==> src/fmp_pkg.sv <==
// Constants for the mode, ident and perpendicular configuration block
package fmp_pkg;
    // APB register offsets
    localparam logic [7:0] FMP_OFF_CMD = 8'h00;
    localparam logic [7:0] FMP_OFF_STATUS = 8'h04;
    localparam logic [7:0] FMP_OFF_SWRST = 8'h08;
    localparam logic [7:0] FMP_OFF_CFG = 8'h0c;
    localparam logic [7:0] FMP_OFF_RATE = 8'h10;
    localparam logic [7:0] FMP_OFF_GAP = 8'h14;
    // Opcodes
    localparam logic [7:0] FMP_OP_MODE = 8'h01;
    localparam logic [7:0] FMP_OP_IDENT = 8'h18;
    localparam logic [7:0] FMP_OP_PERP = 8'h12;
    localparam logic [7:0] FMP_INVALID_RESULT = 8'h80;
    localparam logic [2:0] FMP_MODE_LAST_IDX = 3'h4;
    localparam logic [2:0] FMP_MODE_SETTLE_IDX = 3'h3;
    // Second perpendicular byte fields
    localparam int FMP_OW_BIT = 7;
    localparam int FMP_DC_LSB = 2;
    localparam int FMP_GAP_BIT = 1;
    localparam int FMP_WG_BIT = 0;
    // Last mode byte fields
    localparam int FMP_RG_BIT = 2;
    localparam int FMP_PU_BIT = 0;
    // Reset values
    localparam logic [3:0] FMP_SETTLE_RST = 4'h8;
    localparam logic [3:0] FMP_DC_RST = 4'h0;
    localparam logic [2:0] FMP_RATE_RST = 3'h2;
    // Data rate codes
    localparam logic [2:0] FMP_RATE_250K = 3'h0;
    localparam logic [2:0] FMP_RATE_300K = 3'h1;
    localparam logic [2:0] FMP_RATE_500K = 3'h2;
    localparam logic [2:0] FMP_RATE_1M = 3'h3;
    localparam logic [2:0] FMP_RATE_2M = 3'h4;
    // Settle multipliers in units of one third of a millisecond
    localparam logic [4:0] FMP_MUL_250K = 5'h18;
    localparam logic [4:0] FMP_MUL_300K = 5'h14;
    localparam logic [4:0] FMP_MUL_500K = 5'h0c;
    localparam logic [4:0] FMP_MUL_1M = 5'h06;
    // Post-ID gap lengths in bytes
    localparam logic [7:0] FMP_GAP_STD = 8'h16;
    localparam logic [7:0] FMP_GAP_PERP_HI = 8'h29;
    localparam logic [7:0] FMP_RW_NONE = 8'h00;
    localparam logic [7:0] FMP_RW_PERP_LO = 8'h13;
    localparam logic [7:0] FMP_RW_PERP_HI = 8'h26;
    // Timing
    localparam int FMP_CLK_PERIOD_NS = 25;
    localparam int FMP_SETTLE_UNIT_NS = 333333;
    localparam int FMP_SETTLE_UNIT_CYC =
        (FMP_SETTLE_UNIT_NS + FMP_CLK_PERIOD_NS - 1) / FMP_CLK_PERIOD_NS;
    typedef enum logic [1:0] {FMP_IDLE, FMP_MODE_BYTES, FMP_PERP_BYTE} fmp_state_t;
endpackage

==> src/fmp_mode_perp_cfg.sv <==
// Mode tail, ident query and perpendicular mode configuration logic
//
// The register addresses and the APB slave port were decided locally.
`timescale 1ns/1ps
`default_nettype none
module fmp_mode_perp_cfg
    import fmp_pkg::*;
#(
    parameter int SETTLE_UNIT_CYC = FMP_SETTLE_UNIT_CYC,
    parameter logic [7:0] IDENT_BYTE = 8'h5a // Arbitrary identification value
) (
    input wire logic clk_sys,
    input wire logic rstn,
    input wire logic psel,
    input wire logic penable,
    input wire logic pwrite,
    input wire logic [7:0] paddr,
    input wire logic [31:0] pwdata,
    output logic [31:0] prdata,
    output logic pready,
    output logic pslverr,
    input wire logic disk_change_input,
    output logic disk_change_status,
    output logic ext_read_gate,
    input wire logic encoded_wdata,
    input wire logic serial_data_in,
    output logic write_data_pin,
    input wire logic [1:0] drive_sel,
    input wire logic seek_sense_done,
    output logic settle_busy,
    output logic settle_done,
    output logic [7:0] post_id_gap_fmt_len,
    output logic [7:0] post_id_gap_rewrite_len,
    output logic precomp_zero
);

    ////////////////////////////////////////////////////////////////////////
    // APB slave, one wait state
    logic ack, result_valid, mapped, acc, wr_cmd, rd_cmd, soft_rst, perp_take;
    logic read_gate_diag_bit, pump_output_diag_bit, gap_len_select_bit, write_gate_select_bit;
    logic drive_perp, high_rate, dchg_meta, dchg_sync, unit_tick;
    logic [7:0] result_byte, cmd_byte;
    logic [3:0] settle_mult, per_drive_perp_select;
    logic [2:0] data_rate, byte_idx;
    logic [15:0] unit_cnt;
    logic [8:0] units_left;
    fmp_state_t state;
    logic [31:0] next_rdata;

    assign acc = psel && penable && !ack;
    assign pready = ack;
    assign mapped = paddr == FMP_OFF_CMD || paddr == FMP_OFF_STATUS || paddr == FMP_OFF_SWRST
        || paddr == FMP_OFF_CFG || paddr == FMP_OFF_RATE || paddr == FMP_OFF_GAP;
    assign wr_cmd = ack && pwrite && paddr == FMP_OFF_CMD;
    assign rd_cmd = ack && !pwrite && paddr == FMP_OFF_CMD;
    assign soft_rst = ack && pwrite && paddr == FMP_OFF_SWRST && pwdata[0];
    assign cmd_byte = pwdata[7:0];

    always_comb begin
        next_rdata = 32'h0;
        case (paddr)
            FMP_OFF_CMD: next_rdata = {24'h0, result_byte};
            FMP_OFF_STATUS: next_rdata = {30'h0, state != FMP_IDLE, result_valid};
            FMP_OFF_CFG: next_rdata = {19'h0, settle_mult, 1'b0, read_gate_diag_bit,
                pump_output_diag_bit, per_drive_perp_select, gap_len_select_bit,
                write_gate_select_bit};
            FMP_OFF_RATE: next_rdata = {29'h0, data_rate};
            FMP_OFF_GAP: next_rdata = {15'h0, precomp_zero, post_id_gap_rewrite_len,
                post_id_gap_fmt_len};
            default: next_rdata = 32'h0;
        endcase
    end

    always_ff @(posedge clk_sys or negedge rstn) begin
        if (!rstn) begin
            ack <= 1'b0;
            prdata <= 32'h0;
            pslverr <= 1'b0;
        end else begin
            ack <= acc;
            if (acc) begin
                prdata <= pwrite ? 32'h0 : next_rdata;
                pslverr <= !mapped;
            end
        end
    end

    always_ff @(posedge clk_sys or negedge rstn) begin
        if (!rstn) begin
            data_rate <= FMP_RATE_RST;
        end else if (ack && pwrite && paddr == FMP_OFF_RATE) begin
            data_rate <= pwdata[2:0];
        end
    end

    ////////////////////////////////////////////////////////////////////////
    // Command parser
    always_ff @(posedge clk_sys or negedge rstn) begin
        if (!rstn) begin
            state <= FMP_IDLE;
            byte_idx <= 3'h0;
        end else if (soft_rst) begin
            state <= FMP_IDLE;
            byte_idx <= 3'h0;
        end else if (wr_cmd && !result_valid) begin
            case (state)
                FMP_IDLE: begin
                    byte_idx <= 3'h1;
                    if (cmd_byte == FMP_OP_MODE) begin
                        state <= FMP_MODE_BYTES;
                    end else if (cmd_byte == FMP_OP_PERP) begin
                        state <= FMP_PERP_BYTE;
                    end
                end
                FMP_MODE_BYTES: begin
                    byte_idx <= byte_idx + 3'h1;
                    if (byte_idx == FMP_MODE_LAST_IDX) begin
                        state <= FMP_IDLE;
                    end
                end
                FMP_PERP_BYTE: state <= FMP_IDLE;
                default: state <= FMP_IDLE;
            endcase
        end
    end

    // Result byte: ident answer or invalid opcode
    always_ff @(posedge clk_sys or negedge rstn) begin
        if (!rstn) begin
            result_valid <= 1'b0;
            result_byte <= 8'h0;
        end else if (soft_rst) begin
            result_valid <= 1'b0;
        end else if (wr_cmd && !result_valid && state == FMP_IDLE
            && cmd_byte != FMP_OP_MODE && cmd_byte != FMP_OP_PERP) begin
            result_valid <= 1'b1;
            result_byte <= cmd_byte == FMP_OP_IDENT ? IDENT_BYTE : FMP_INVALID_RESULT;
        end else if (rd_cmd) begin
            result_valid <= 1'b0;
        end
    end

    always_ff @(posedge clk_sys or negedge rstn) begin
        if (!rstn) begin
            settle_mult <= FMP_SETTLE_RST;
            read_gate_diag_bit <= 1'b0;
            pump_output_diag_bit <= 1'b0;
        end else if (wr_cmd && !soft_rst && state == FMP_MODE_BYTES) begin
            if (byte_idx == FMP_MODE_SETTLE_IDX) begin
                settle_mult <= cmd_byte[3:0];
            end
            if (byte_idx == FMP_MODE_LAST_IDX) begin
                read_gate_diag_bit <= cmd_byte[FMP_RG_BIT];
                pump_output_diag_bit <= cmd_byte[FMP_PU_BIT];
            end
        end
    end

    // Perpendicular byte loads the gap pair; drive bits only when OW is set
    always_ff @(posedge clk_sys or negedge rstn) begin
        if (!rstn) begin
            per_drive_perp_select <= FMP_DC_RST;
            gap_len_select_bit <= 1'b0;
            write_gate_select_bit <= 1'b0;
        end else if (soft_rst) begin
            // Keep drive bits, clear gap pair
            gap_len_select_bit <= 1'b0;
            write_gate_select_bit <= 1'b0;
        end else if (wr_cmd && state == FMP_PERP_BYTE) begin
            if (cmd_byte[FMP_OW_BIT]) begin
                per_drive_perp_select <= cmd_byte[FMP_DC_LSB +: 4];
            end
            gap_len_select_bit <= cmd_byte[FMP_GAP_BIT];
            write_gate_select_bit <= cmd_byte[FMP_WG_BIT];
        end
    end

    ////////////////////////////////////////////////////////////////////////
    // Gap lengths and precompensation
    assign drive_perp = per_drive_perp_select[drive_sel];
    assign high_rate = data_rate == FMP_RATE_1M || data_rate == FMP_RATE_2M;

    always_ff @(posedge clk_sys or negedge rstn) begin
        if (!rstn) begin
            post_id_gap_fmt_len <= FMP_GAP_STD;
            post_id_gap_rewrite_len <= FMP_RW_NONE;
            precomp_zero <= 1'b0;
        end else begin
            precomp_zero <= drive_perp;
            case ({gap_len_select_bit, write_gate_select_bit})
                2'b01: begin
                    post_id_gap_fmt_len <= FMP_GAP_STD;
                    post_id_gap_rewrite_len <= FMP_RW_PERP_LO;
                end
                2'b11: begin
                    post_id_gap_fmt_len <= FMP_GAP_PERP_HI;
                    post_id_gap_rewrite_len <= FMP_RW_PERP_HI;
                end
                2'b10: begin
                    post_id_gap_fmt_len <= FMP_GAP_STD;
                    post_id_gap_rewrite_len <= FMP_RW_NONE;
                end
                default: begin
                    post_id_gap_fmt_len <= drive_perp && high_rate ? FMP_GAP_PERP_HI
                        : FMP_GAP_STD;
                    post_id_gap_rewrite_len <= !drive_perp ? FMP_RW_NONE
                        : (high_rate ? FMP_RW_PERP_HI : FMP_RW_PERP_LO);
                end
            endcase
        end
    end

    ////////////////////////////////////////////////////////////////////////
    // Diagnostic pin routing
    always_ff @(posedge clk_sys or negedge rstn) begin
        if (!rstn) begin
            dchg_meta <= 1'b0;
            dchg_sync <= 1'b0;
        end else begin
            dchg_meta <= disk_change_input;
            dchg_sync <= dchg_meta;
        end
    end

    always_ff @(posedge clk_sys or negedge rstn) begin
        if (!rstn) begin
            disk_change_status <= 1'b0;
            ext_read_gate <= 1'b0;
            write_data_pin <= 1'b0;
        end else begin
            // Disk change or external read gate
            disk_change_status <= read_gate_diag_bit ? 1'b0 : dchg_sync;
            ext_read_gate <= read_gate_diag_bit ? dchg_sync : 1'b0;
            // Write data or serial data in
            write_data_pin <= pump_output_diag_bit ? serial_data_in : encoded_wdata;
        end
    end

    ////////////////////////////////////////////////////////////////////////
    // Head settle timer
    function automatic logic [4:0] fmp_rate_mul(input logic [2:0] rate);
        case (rate)
            FMP_RATE_250K: fmp_rate_mul = FMP_MUL_250K;
            FMP_RATE_300K: fmp_rate_mul = FMP_MUL_300K;
            FMP_RATE_500K: fmp_rate_mul = FMP_MUL_500K;
            default: fmp_rate_mul = FMP_MUL_1M;
        endcase
    endfunction

    assign unit_tick = unit_cnt == 16'(SETTLE_UNIT_CYC - 1);

    always_ff @(posedge clk_sys or negedge rstn) begin
        if (!rstn) begin
            unit_cnt <= 16'h0;
            units_left <= 9'h0;
            settle_busy <= 1'b0;
            settle_done <= 1'b0;
        end else begin
            settle_done <= 1'b0;
            if (seek_sense_done && !settle_busy) begin
                // Start settle after seek and sense
                unit_cnt <= 16'h0;
                units_left <= 9'(settle_mult) * 9'(fmp_rate_mul(data_rate));
                settle_busy <= 1'b1;
            end else if (settle_busy) begin
                if (units_left == 9'h0) begin
                    settle_busy <= 1'b0;
                    settle_done <= 1'b1;
                end else if (unit_tick) begin
                    unit_cnt <= 16'h0;
                    units_left <= units_left - 9'h1;
                end else begin
                    unit_cnt <= unit_cnt + 16'h1;
                end
            end
        end
    end

    ////////////////////////////////////////////////////////////////////////
    // Checks
    assign perp_take = wr_cmd && state == FMP_PERP_BYTE && !soft_rst;
endmodule
`default_nettype wire

==> config.mk <==
export PLATFORM = sky130hd
export DESIGN_NAME = fmp_mode_perp_cfg
export DESIGN_NICKNAME = d
export VERILOG_FILES = /design/src/fmp_pkg.sv /design/src/fmp_mode_perp_cfg.sv
export SDC_FILE = /design/constraint.sdc
export NUM_CORES = 1
export LEC_CHECK = 0
export ABC_AREA = 0
export BUFFER_PORTS_ARGS = -buffer_cell sky130_fd_sc_hd__buf_2
export CAP_MARGIN = 20
export CORE_AREA = 2 2 93 95
export CTS_CLUSTER_DIAMETER = 80
export DETAILED_ROUTE_END_ITERATION = 16
export DIE_AREA = 0 0 95 97
export PLACE_DENSITY_LB_ADDON = 0.12
export SYNTH_ARGS = -nofsm -noshare
export SYNTH_HDL_FRONTEND = slang
export SYNTH_SLANG_ARGS = --single-unit
export TNS_END_PERCENT = 30
==> constraint.sdc <==
create_clock -name clk_sys -period 9.87 [get_ports clk_sys]
set_clock_uncertainty 0.15 [all_clocks]
set_input_delay 1.4805 -clock clk_sys [delete_from_list [all_inputs] [get_ports clk_sys]]
set_output_delay 1.4805 -clock clk_sys [all_outputs]
set_load 0.02 [all_outputs]
==> run_results.csv, run 1 <==
group,metric,value,unit
timing,worstMarginPinSlew,0.962,ns
clock_network,numCtsBuffers,9,
worst_setup_path,rr_startpoint,"data_rate[1]",
worst_hold_path,whs_path_depth,0,
routing,routed_wl,10.4,mm
floorplanning,fp.dieW,95,µm
final_layout,fillers,700,
clock_network,cts_sinks,77,
yosys,yosysSeqAreaShare,41.2,%
worst_setup_path,crit_path_start_kind,"flop",
yosys,synth_edf_count,0,
global_routing,grt_pass1_vias,3528,
power,peakVddDrop,83.5,µV
clock_network,clock_path_buffers,2,
final_layout,layout.nets,609,
yosys,syn_area,0.00469,mm²
final_layout,area_growth,9.07,%
timing,drv_slew,0,
yosys,syn_area_per_cell,9.69,µm²
global_routing,grt_max_degree,78,
global_routing,antenna_found_initial,0,
worst_setup_path,cp-endpoint,"units_left[7]",
yosys,synth.top_cell.area_share,39.5,%
final_layout,drive_gt1_share,19.9,%
timing,fin_crit,3.62,ns
clock_network,post_cts_resized,0,
final_layout,antennaDiodeCount,0,
timing,period_share,36.7,%
yosys,ys_seq_elements,77,
worst_setup_path,crit_fanout,7,
routing,first_pass_iters,5,
worst_setup_path,critPathKind,"reg2reg",
clock_network,postCtsHoldBufs,0,
floorplanning,ios,107,
clock_network,cts_tree,"built",
placed_design,io_buffer_count,60,
timing,tns,0,ns
global_routing,grt_use_total,24.0,%
routing,antenna_left,0,
timing,relSlewSlack,35.9,%
yosys,synth_area_leaders,"dfrtp_1 39%, ha_1 5.6%, buf_4 4.8%",
routing,drtIter0Drc,190,
clock_network,htreeDepth,3,
run_status,status,"complete, no violations",
routing,drc,0,
flow_run,cap_violations,0,
worst_setup_path,cp-end-kind,"flop",
global_routing,grt_pass1_wl,17.4,mm
worst_setup_path,crit_required,9.98,ns
placed_design,dp_hpwl,7.52,mm
worst_setup_path,rrSetupSlack,6.25,ns
routing,vias,3712,
final_layout,final_cell_mix,"74 x dfrtp_1, 59 x buf_2, 41 x nand2_1",
yosys,synthArstFlopShare,100,%
power,power.density,160,mW/mm²
worst_setup_path,r2r_cells,11,
clock_network,insertion_delay,0.36,ns
worst_setup_path,worstReg2RegEnd,"units_left[7]",
final_layout,final_common_cell,"dfrtp_1",
timing,rsz0062_at_grt,"false",
floorplanning,dieArea,0.00922,mm²
floorplanning,initial_core_util,57.6,%
timing,hold_viol,0,
yosys,ys.flop_type,"dfrtp_1",
placed_design,gp_congestion,0.863,
floorplanning,row_count,33,
worst_setup_path,crit_arrival,3.73,ns
clock_network,clk_pin_slew,0.10,ns
worst_setup_path,critPathLaunch,"data_rate[1]",
final_layout,utilization,62.9,%
timing,fmax,0.276,GHz
power,total_leakage_power,2.54,nW
clock_network,post_cts_buffers,0,
timing,finalSetupViolCount,0,
worst_hold_path,hp-class,"reg2reg",
routing,via_per_inst,5.77,
yosys,yosysWarnings,0,
timing,finalHoldWorstSlack,0.207,ns
global_routing,grt.overflow.total,0,
floorplanning,die_h,97,µm
yosys,syn_inst,484,
yosys,synth_largest_area_cell,"dfrtp_1",
clock_network,cts_root_buffer,"clkbuf_8",
floorplanning,coreArea,0.00813,mm²
routing,wire_per_inst,16.1,µm
yosys,ys_types,69,
worst min-delay path by stage:
stage                      endpoint  startpoint  slack [ns]
after floorplan           dchg_sync   dchg_meta        0.18
after global placement    dchg_sync   dchg_meta        0.19
after detailed placement  dchg_sync   dchg_meta        0.19
after CTS                 dchg_sync   dchg_meta        0.21
after global routing      dchg_sync   dchg_meta        0.23
final                     dchg_sync   dchg_meta        0.21
where the power goes:
group          leakage (nW)  switching, mW  internal, mW
clock network        0.0986          0.139        0.0984
registers              1.02         0.0397         0.350
logic                  1.42          0.119        0.0697
total                  2.54          0.297         0.518
stage by stage:
step                      power (mW)  setup WS [ns]  instance area [µm²]  std cells
after floorplan                0.532           6.57                 4770        505
after detailed placement       0.583           6.29                 4920        627
after CTS                      0.819           6.26                 5110        643
after global routing           0.865           6.11                 5110        643
after global placement         0.575           6.41                 4920        627
final                          0.816           6.25                 5110        643
critical path, cell delays in order (launching register included):
cell,delay [ns]
dfstp_2,0.63
a21oi_1,0.14
nand2b_1,0.20
fa_1,0.54
inv_1,0.06
fa_1,0.53
fa_1,0.48
a21o_1,0.17
a21oi_1,0.17
xnor2_1,0.14
nor2_1,0.06
a311oi_1,0.25
synthesized netlist by cell type, types with 3 or more instances:
library cell  count
a21o_1            5
a21oi_1          15
a22o_1           11
a22oi_1           7
a31oi_1           3
and2_1           12
and3_1            7
buf_4            30
clkbuf_1         10
dfrtp_1          74
dfstp_2           3
fa_1              4
ha_1             21
inv_1            21
mux2_2           11
mux2_4            4
mux2i_1           8
nand2_1          41
nand2b_1         10
nand3_1          15
nand4_1           5
nor2_1           36
nor2b_1          13
nor3_1           14
nor4_1            4
nor4b_1           4
o21a_1            3
o21ai_0          36
o22ai_1           4
o31ai_1           4
cell type report:
class,count,area (µm²),share of cell area [%]
clock buffer,9,124,2.42
tap,105,131,2.57
sequential,77,1930,37.8
timing repair buffer,62,318,6.21
multi-input combinational,361,2460,48.1
inverter,22,82.6,1.61
clock inverter,7,66.3,1.30
sequential cells by signal (all words and copies together) (netlist names), 2 cells and up:
name and flops:
units_left 9, data_rate 3, post_id_gap_rewrite_len 3, result_byte 2, prdata 15, state 2
per_drive_perp_select 4, byte_idx 3, settle_mult 4, unit_cnt 16
cells by family (layout without fill, tap and decap cells):
group / after synthesis / after routing / share of synthesized area [%]
flops: 77 / 77 / 41.2
buf+inv: 67 / 100 / 8.01
other cells: 1 / 22 / 0.0800
xor+xnor: 3 / 3 / 0.561
mux: 24 / 24 / 6.11
simple gates: 179 / 179 / 21.1
compound gates: 108 / 108 / 15.6
fa+ha+maj: 25 / 25 / 7.31
layer usage:
layer / global-route usage [%] / share of wire [%] / vias up
met4: 7.80 / 1.5 / 0
met5: 0 / 0 / -
met3: 3.19 / 3.6 / 14
met2: 39.0 / 51 / 102
li1: - / - / 1774
met1: 33.0 / 44 / 1822
Note: power is estimated with default switching activity, not from simulation.
==> inputs of run 2 (changes only) <==
Settings changed: CORE_AREA 2 2 93 95 to 2 2 96 98, DIE_AREA 0 0 95 97 to 0 0 98 100.
Clock period 9.87 ns to 3.7 ns, I/O delays scaled along.
==> run 2 against run 1 <==
Worst setup slack worse by 6.0 ns. Total power grew to 2.8 times the previous value. Flip-flop and latch count stayed put. Non-clock buffer count unchanged. Register-to-register slack worse by 6.0 ns. Critical path type unchanged. Largest power group unchanged.
==> run_results.csv, run 2 (synthesized netlist as in run 1, its figures left out) <==
group,metric,value,unit
worst_setup_path,cp.depth,11,
clock_network,post_cts_resized,0,
routing,first_pass_iters,5,
global_routing,grt.overflow.total,0,
timing,fmax,0.288,GHz
floorplanning,row_count,35,
worst_setup_path,critPathBufInv,1,
timing,fin_crit,3.47,ns
routing,wire_per_inst,15.8,µm
floorplanning,initial_core_util,52.7,%
power,power.density,439,mW/mm²
timing,rsz0062_at_grt,"false",
routing,drc,0,
final_layout,final_common_cell,"dfrtp_1",
routing,antenna_left,0,
floorplanning,fp.dieW,98,µm
worst_setup_path,crit_family,"adder cells",
global_routing,grt_pass1_vias,3555,
worst_setup_path,critPathKind,"reg2reg",
worst_setup_path,cp-end-kind,"flop",
final_layout,multiInputGateArea,0.00246,mm²
worst_setup_path,r2r_cells,11,
clock_network,post_cts_buffers,0,
worst_setup_path,crit_required,3.81,ns
final_layout,final_cell_mix,"74 x dfrtp_1, 59 x buf_2, 41 x nand2_1",
worst_setup_path,worstPathCellList,"a21oi_1 > nand2b_1 > fa_1 > inv_1 > fa_1 > fa_1 > a21o_1 > a21oi_1 > xnor2_1 > nor2_1 > a311oi_1",
final_layout,top_register,"unit_cnt",
power,total_leakage_power,2.55,nW
timing,finalSetupViolCount,0,
worst_setup_path,rrSetupSlack,0.23,ns
timing,period_share,93.9,%
worst_hold_path,hp-class,"in2reg",
clock_network,numCtsBuffers,9,
power,finalPower,2.26,mW
worst_setup_path,rr_startpoint,"data_rate[1]",
routing,vias,3719,
floorplanning,die_h,100,µm
clock_network,insertion_delay,0.35,ns
flow_run,cap_violations,0,
worst_setup_path,crit_arrival,3.58,ns
clock_network,clk_pin_slew,0.08,ns
clock_network,clock_path_buffers,2,
routing,via_per_inst,5.73,
placed_design,gp_congestion,0.807,
clock_network,cts_tree,"built",
global_routing,grt_pass1_wl,16.9,mm
placed_design,io_buffer_count,60,
timing,hold_viol,0,
run_status,status,"complete, no violations",
global_routing,antenna_found_initial,0,
timing,drv_slew,0,
clock_network,cts_root_buffer,"clkbuf_8",
clock_network,cts_sinks,77,
worst_setup_path,crit_path_start_kind,"flop",
final_layout,fillers,783,
final_layout,largest_reg_flops,16,
floorplanning,dieArea,0.00980,mm²
routing,routed_wl,10.3,mm
worst_setup_path,crit_fanout,7,
final_layout,layout.nets,609,
clock_network,htreeDepth,3,
timing,relSlewSlack,36.0,%
floorplanning,ios,107,
final_layout,regArea,0.00193,mm²
floorplanning,coreArea,0.00889,mm²
final_layout,drive_gt1_share,19.9,%
worst_setup_path,worstReg2RegEnd,"units_left[7]",
global_routing,grt_use_total,21.4,%
power,peakVddDrop,221,µV
global_routing,grt_max_degree,78,
worst_hold_path,hp-start,"disk_change_input",
timing,worstMarginPinSlew,0.960,ns
worst_hold_path,min_to,"dchg_meta",
placed_design,dp_hpwl,7.48,mm
final_layout,antennaDiodeCount,0,
worst_hold_path,whs_path_depth,1,
worst_setup_path,crit_slowest_cell,"dfstp_2",
final_layout,largestRegisters,"unit_cnt (16), prdata (15), units_left (9)",
worst_setup_path,cp_common_cell,"fa_1",
worst_setup_path,cpPeakStageDelay,0.59,ns
timing,finalHoldWorstSlack,0.153,ns
routing,drtIter0Drc,250,
clock_network,postCtsHoldBufs,0,
final_layout,area_growth,9.87,%
timing,tns,0,ns
-- run 2: per-layer routing --
layer	track usage (%)	part of all wire [%]	vias up
li1	-	-	1775
met1	27.5	45	1817
met2	36.6	49	111
met3	4.18	5.0	16
met4	7.05	1.3	0
met5	0	0	-
-- run 2: power by group --
group          switching (mW)  internal, mW  total, mW
sequential              0.108         0.935       1.04
combinational           0.318         0.186      0.504
clock                   0.330         0.383      0.714
-- run 2: final cells by class --
class	count	share of cell area [%]
multi-input combinational	361	47.8
sequential	77	37.5
tap	111	2.70
clock buffer	9	2.40
inverter	22	1.60
timing repair buffer	62	6.17
clock inverter	7	1.87
-- run 2: how the worst max path moves through the flow --
stage,from,to
finish,data_rate[1],units_left[7]
global route,data_rate[1],units_left[7]
CTS,data_rate[1],units_left[7]
detailed placement,data_rate[1],units_left[7]
global placement,data_rate[1],units_left[7]
floorplan,data_rate[1],units_left[7]
-- run 2: stage by stage --
step | std cells | instance area (µm²) | utilization [%] | setup slack [ns]
2_1_floorplan | 505 | 4770 | - | 0.405
3_3_place_gp | 633 | 4930 | 55.5 | 0.267
3_5_place_dp | 633 | 4930 | 55.5 | 0.234
4_1_cts | 649 | 5150 | 57.9 | 0.211
5_1_grt | 649 | 5150 | 57.9 | 0.0549
6_report | 649 | 5150 | 57.9 | 0.226
==> inputs of run 3 (changes only) <==
==> constraint.sdc (replaced) <==
create_clock -name clk_sys -period 3.6 [get_ports clk_sys]
set_clock_uncertainty 0.15 [all_clocks]
set_input_delay 0.36 -clock clk_sys [delete_from_list [all_inputs] [get_ports clk_sys]]
set_output_delay 0.36 -clock clk_sys [all_outputs]
set_load 0.02 [all_outputs]
==> run 3 against run 2 <==
The flow now finishes with violations (hold timing). Via count fell by 0.73%. Highest routed layer unchanged. Count of clock-buffer cells in the layout unchanged. Cell area is 1.4% higher. Sequential share of layout area decreased by 0.49 points. Cell count rose by 0.62%. Critical path depth did not move. Worst setup slack worse by 0.058 ns. Largest cell class unchanged. Critical endpoint unchanged. Clock power rose by 14%. Flip-flop and latch count unchanged. Die area unchanged. Global-route usage increased by 0.19 points.
==> run_results.csv, run 3 (synthesized netlist as in run 1, its figures left out) <==
group,metric,value,unit
global_routing,grt_pass1_wl,17.2,mm
flow_run,cap_violations,0,
worst_setup_path,cp-endpoint,"units_left[7]",
final_layout,final_cell_mix,"73 x dfrtp_1, 59 x buf_2, 41 x nand2_1",
run_status,violations,"hold timing",
worst_setup_path,rr_startpoint,"data_rate[1]",
clock_network,insertion_delay,0.36,ns
power,total_leakage_power,2.59,nW
routing,wire_per_inst,15.8,µm
floorplanning,die_h,100,µm
routing,vias,3692,
clock_network,clock_path_buffers,2,
final_layout,layout.nets,613,
floorplanning,initial_core_util,52.7,%
clock_network,cts_root_buffer,"clkbuf_8",
routing,drtIter0Drc,247,
floorplanning,coreArea,0.00889,mm²
routing,first_pass_iters,5,
power,power.density,459,mW/mm²
clock_network,clk_pin_slew,0.09,ns
timing,finalWorstSetupSlack,0.168,ns
worst_setup_path,crit_arrival,3.53,ns
worst_setup_path,crit_path_start_kind,"flop",
clock_network,cts_sinks,77,
worst_setup_path,rrSetupSlack,0.17,ns
timing,rsz0062_at_grt,"false",
global_routing,grt_pass1_vias,3486,
worst_setup_path,crit_fanout,4,
timing,fmax,0.291,GHz
timing,fin_crit,3.43,ns
routing,antenna_left,0,
timing,period_share,95.3,%
floorplanning,fp.dieW,98,µm
final_layout,largest_reg_flops,16,
worst_setup_path,worstReg2RegEnd,"units_left[7]",
final_layout,area_growth,11.4,%
placed_design,dp_hpwl,7.45,mm
final_layout,drive_gt1_share,20.8,%
global_routing,grt_use_total,21.6,%
floorplanning,ios,107,
routing,drc,0,
final_layout,final_cell_count_no_fill,653,
placed_design,pre_cts_slack,0.108,ns
final_layout,final_common_cell,"dfrtp_1",
global_routing,grt_max_degree,78,
timing,finalSetupViolCount,0,
floorplanning,dieArea,0.00980,mm²
worst_setup_path,critPathKind,"reg2reg",
worst_setup_path,crit_required,3.70,ns
timing,tns,0,ns
global_routing,grt.overflow.total,0,
routing,via_per_inst,5.65,
placed_design,dp.cells,634,
power,peakVddDrop,218,µV
clock_network,numCtsBuffers,9,
routing,routed_wl,10.3,mm
worst_hold_path,hp-class,"in2async",
worst_setup_path,critPathLaunch,"data_rate[1]",
timing,worstMarginPinSlew,0.955,ns
floorplanning,row_count,35,
timing,relSlewSlack,36.3,%
timing,hold_viol,11,
worst_setup_path,r2r_cells,11,
final_layout,antennaDiodeCount,0,
run_status,status,"complete, but fails checks",
placed_design,gp_congestion,0.819,
placed_design,io_buffer_count,60,
clock_network,cts_tree,"built",
global_routing,antenna_found_initial,0,
worst_setup_path,cp-end-kind,"flop",
timing,finalHoldWorstSlack,-0.0171,ns
clock_network,htreeDepth,3,
final_layout,largestRegisters,"unit_cnt (16), prdata (15), units_left (9)",
timing,drv_slew,0,
power,finalPower,2.40,mW
final_layout,top_register,"unit_cnt",
-- run 3: cell type report --
class                      instances  area (µm²)
clock buffer                       9         124
multi-input combinational        361        2470
clock inverter                     7         121
inverter                          22        82.6
tap                              111         139
fill                             790        3670
sequential                        77        1930
timing repair buffer              66         350
-- run 3: worst max-delay path: stages (launching register included) --
cell and delay [ns]:
dfstp_2 0.57, a21oi_1 0.12, nand2b_4 0.17, fa_1 0.54, inv_1 0.06, fa_1 0.52
fa_1 0.47, a21o_1 0.17, a21oi_1 0.17, xnor2_1 0.13, nor2_1 0.06, a311oi_1 0.21
-- run 3: layer usage --
metal	vias up	wire (µm)	GRT usage [%]	share of wire (%)
met2	103	4990	34.8	48
met5	-	0	0	0
met3	19	404	3.06	3.9
met4	0	204	7.91	2.0
li1	1786	-	-	-
met1	1784	4710	29.9	46
-- run 3: timing repair --
action | CTS | global route
buffers inserted | 0 | 2
hold buffers | 1 | 0
endpoints found under the setup margin | 0 | 2
hold endpoints to repair | 1 | 0
resized for setup | 0 | 3
-- run 3: worst min path at each step --
| stage | start | slack (ns) | end |
|---|---|---|---|
| after floorplan | rstn | -0.09 | byte_idx[0] |
| after global placement | dchg_meta | 0.19 | dchg_sync |
| after detailed placement | dchg_meta | 0.19 | dchg_sync |
| after CTS | rstn | 0.04 | settle_busy |
| after global routing | serial_data_in | 0.08 | write_data_pin |
| final | rstn | -0.02 | unit_cnt[11] |
-- run 3: where the power goes --
part	switching [mW]	leakage, nW	total, mW	internal (mW)
Clock	0.348	0.124	0.812	0.464
Combinational	0.322	1.45	0.514	0.192
Sequential	0.112	1.02	1.07	0.961
Total	0.782	2.59	2.40	1.62
-- run 3: through the flow --
step / cell area [µm²] / util [%]
6_report: 5220 / 58.7
4_1_cts: 5190 / 58.4
3_3_place_gp: 4940 / 55.6
2_1_floorplan: 4770 / -
5_1_grt: 5220 / 58.7
3_5_place_dp: 4940 / 55.6
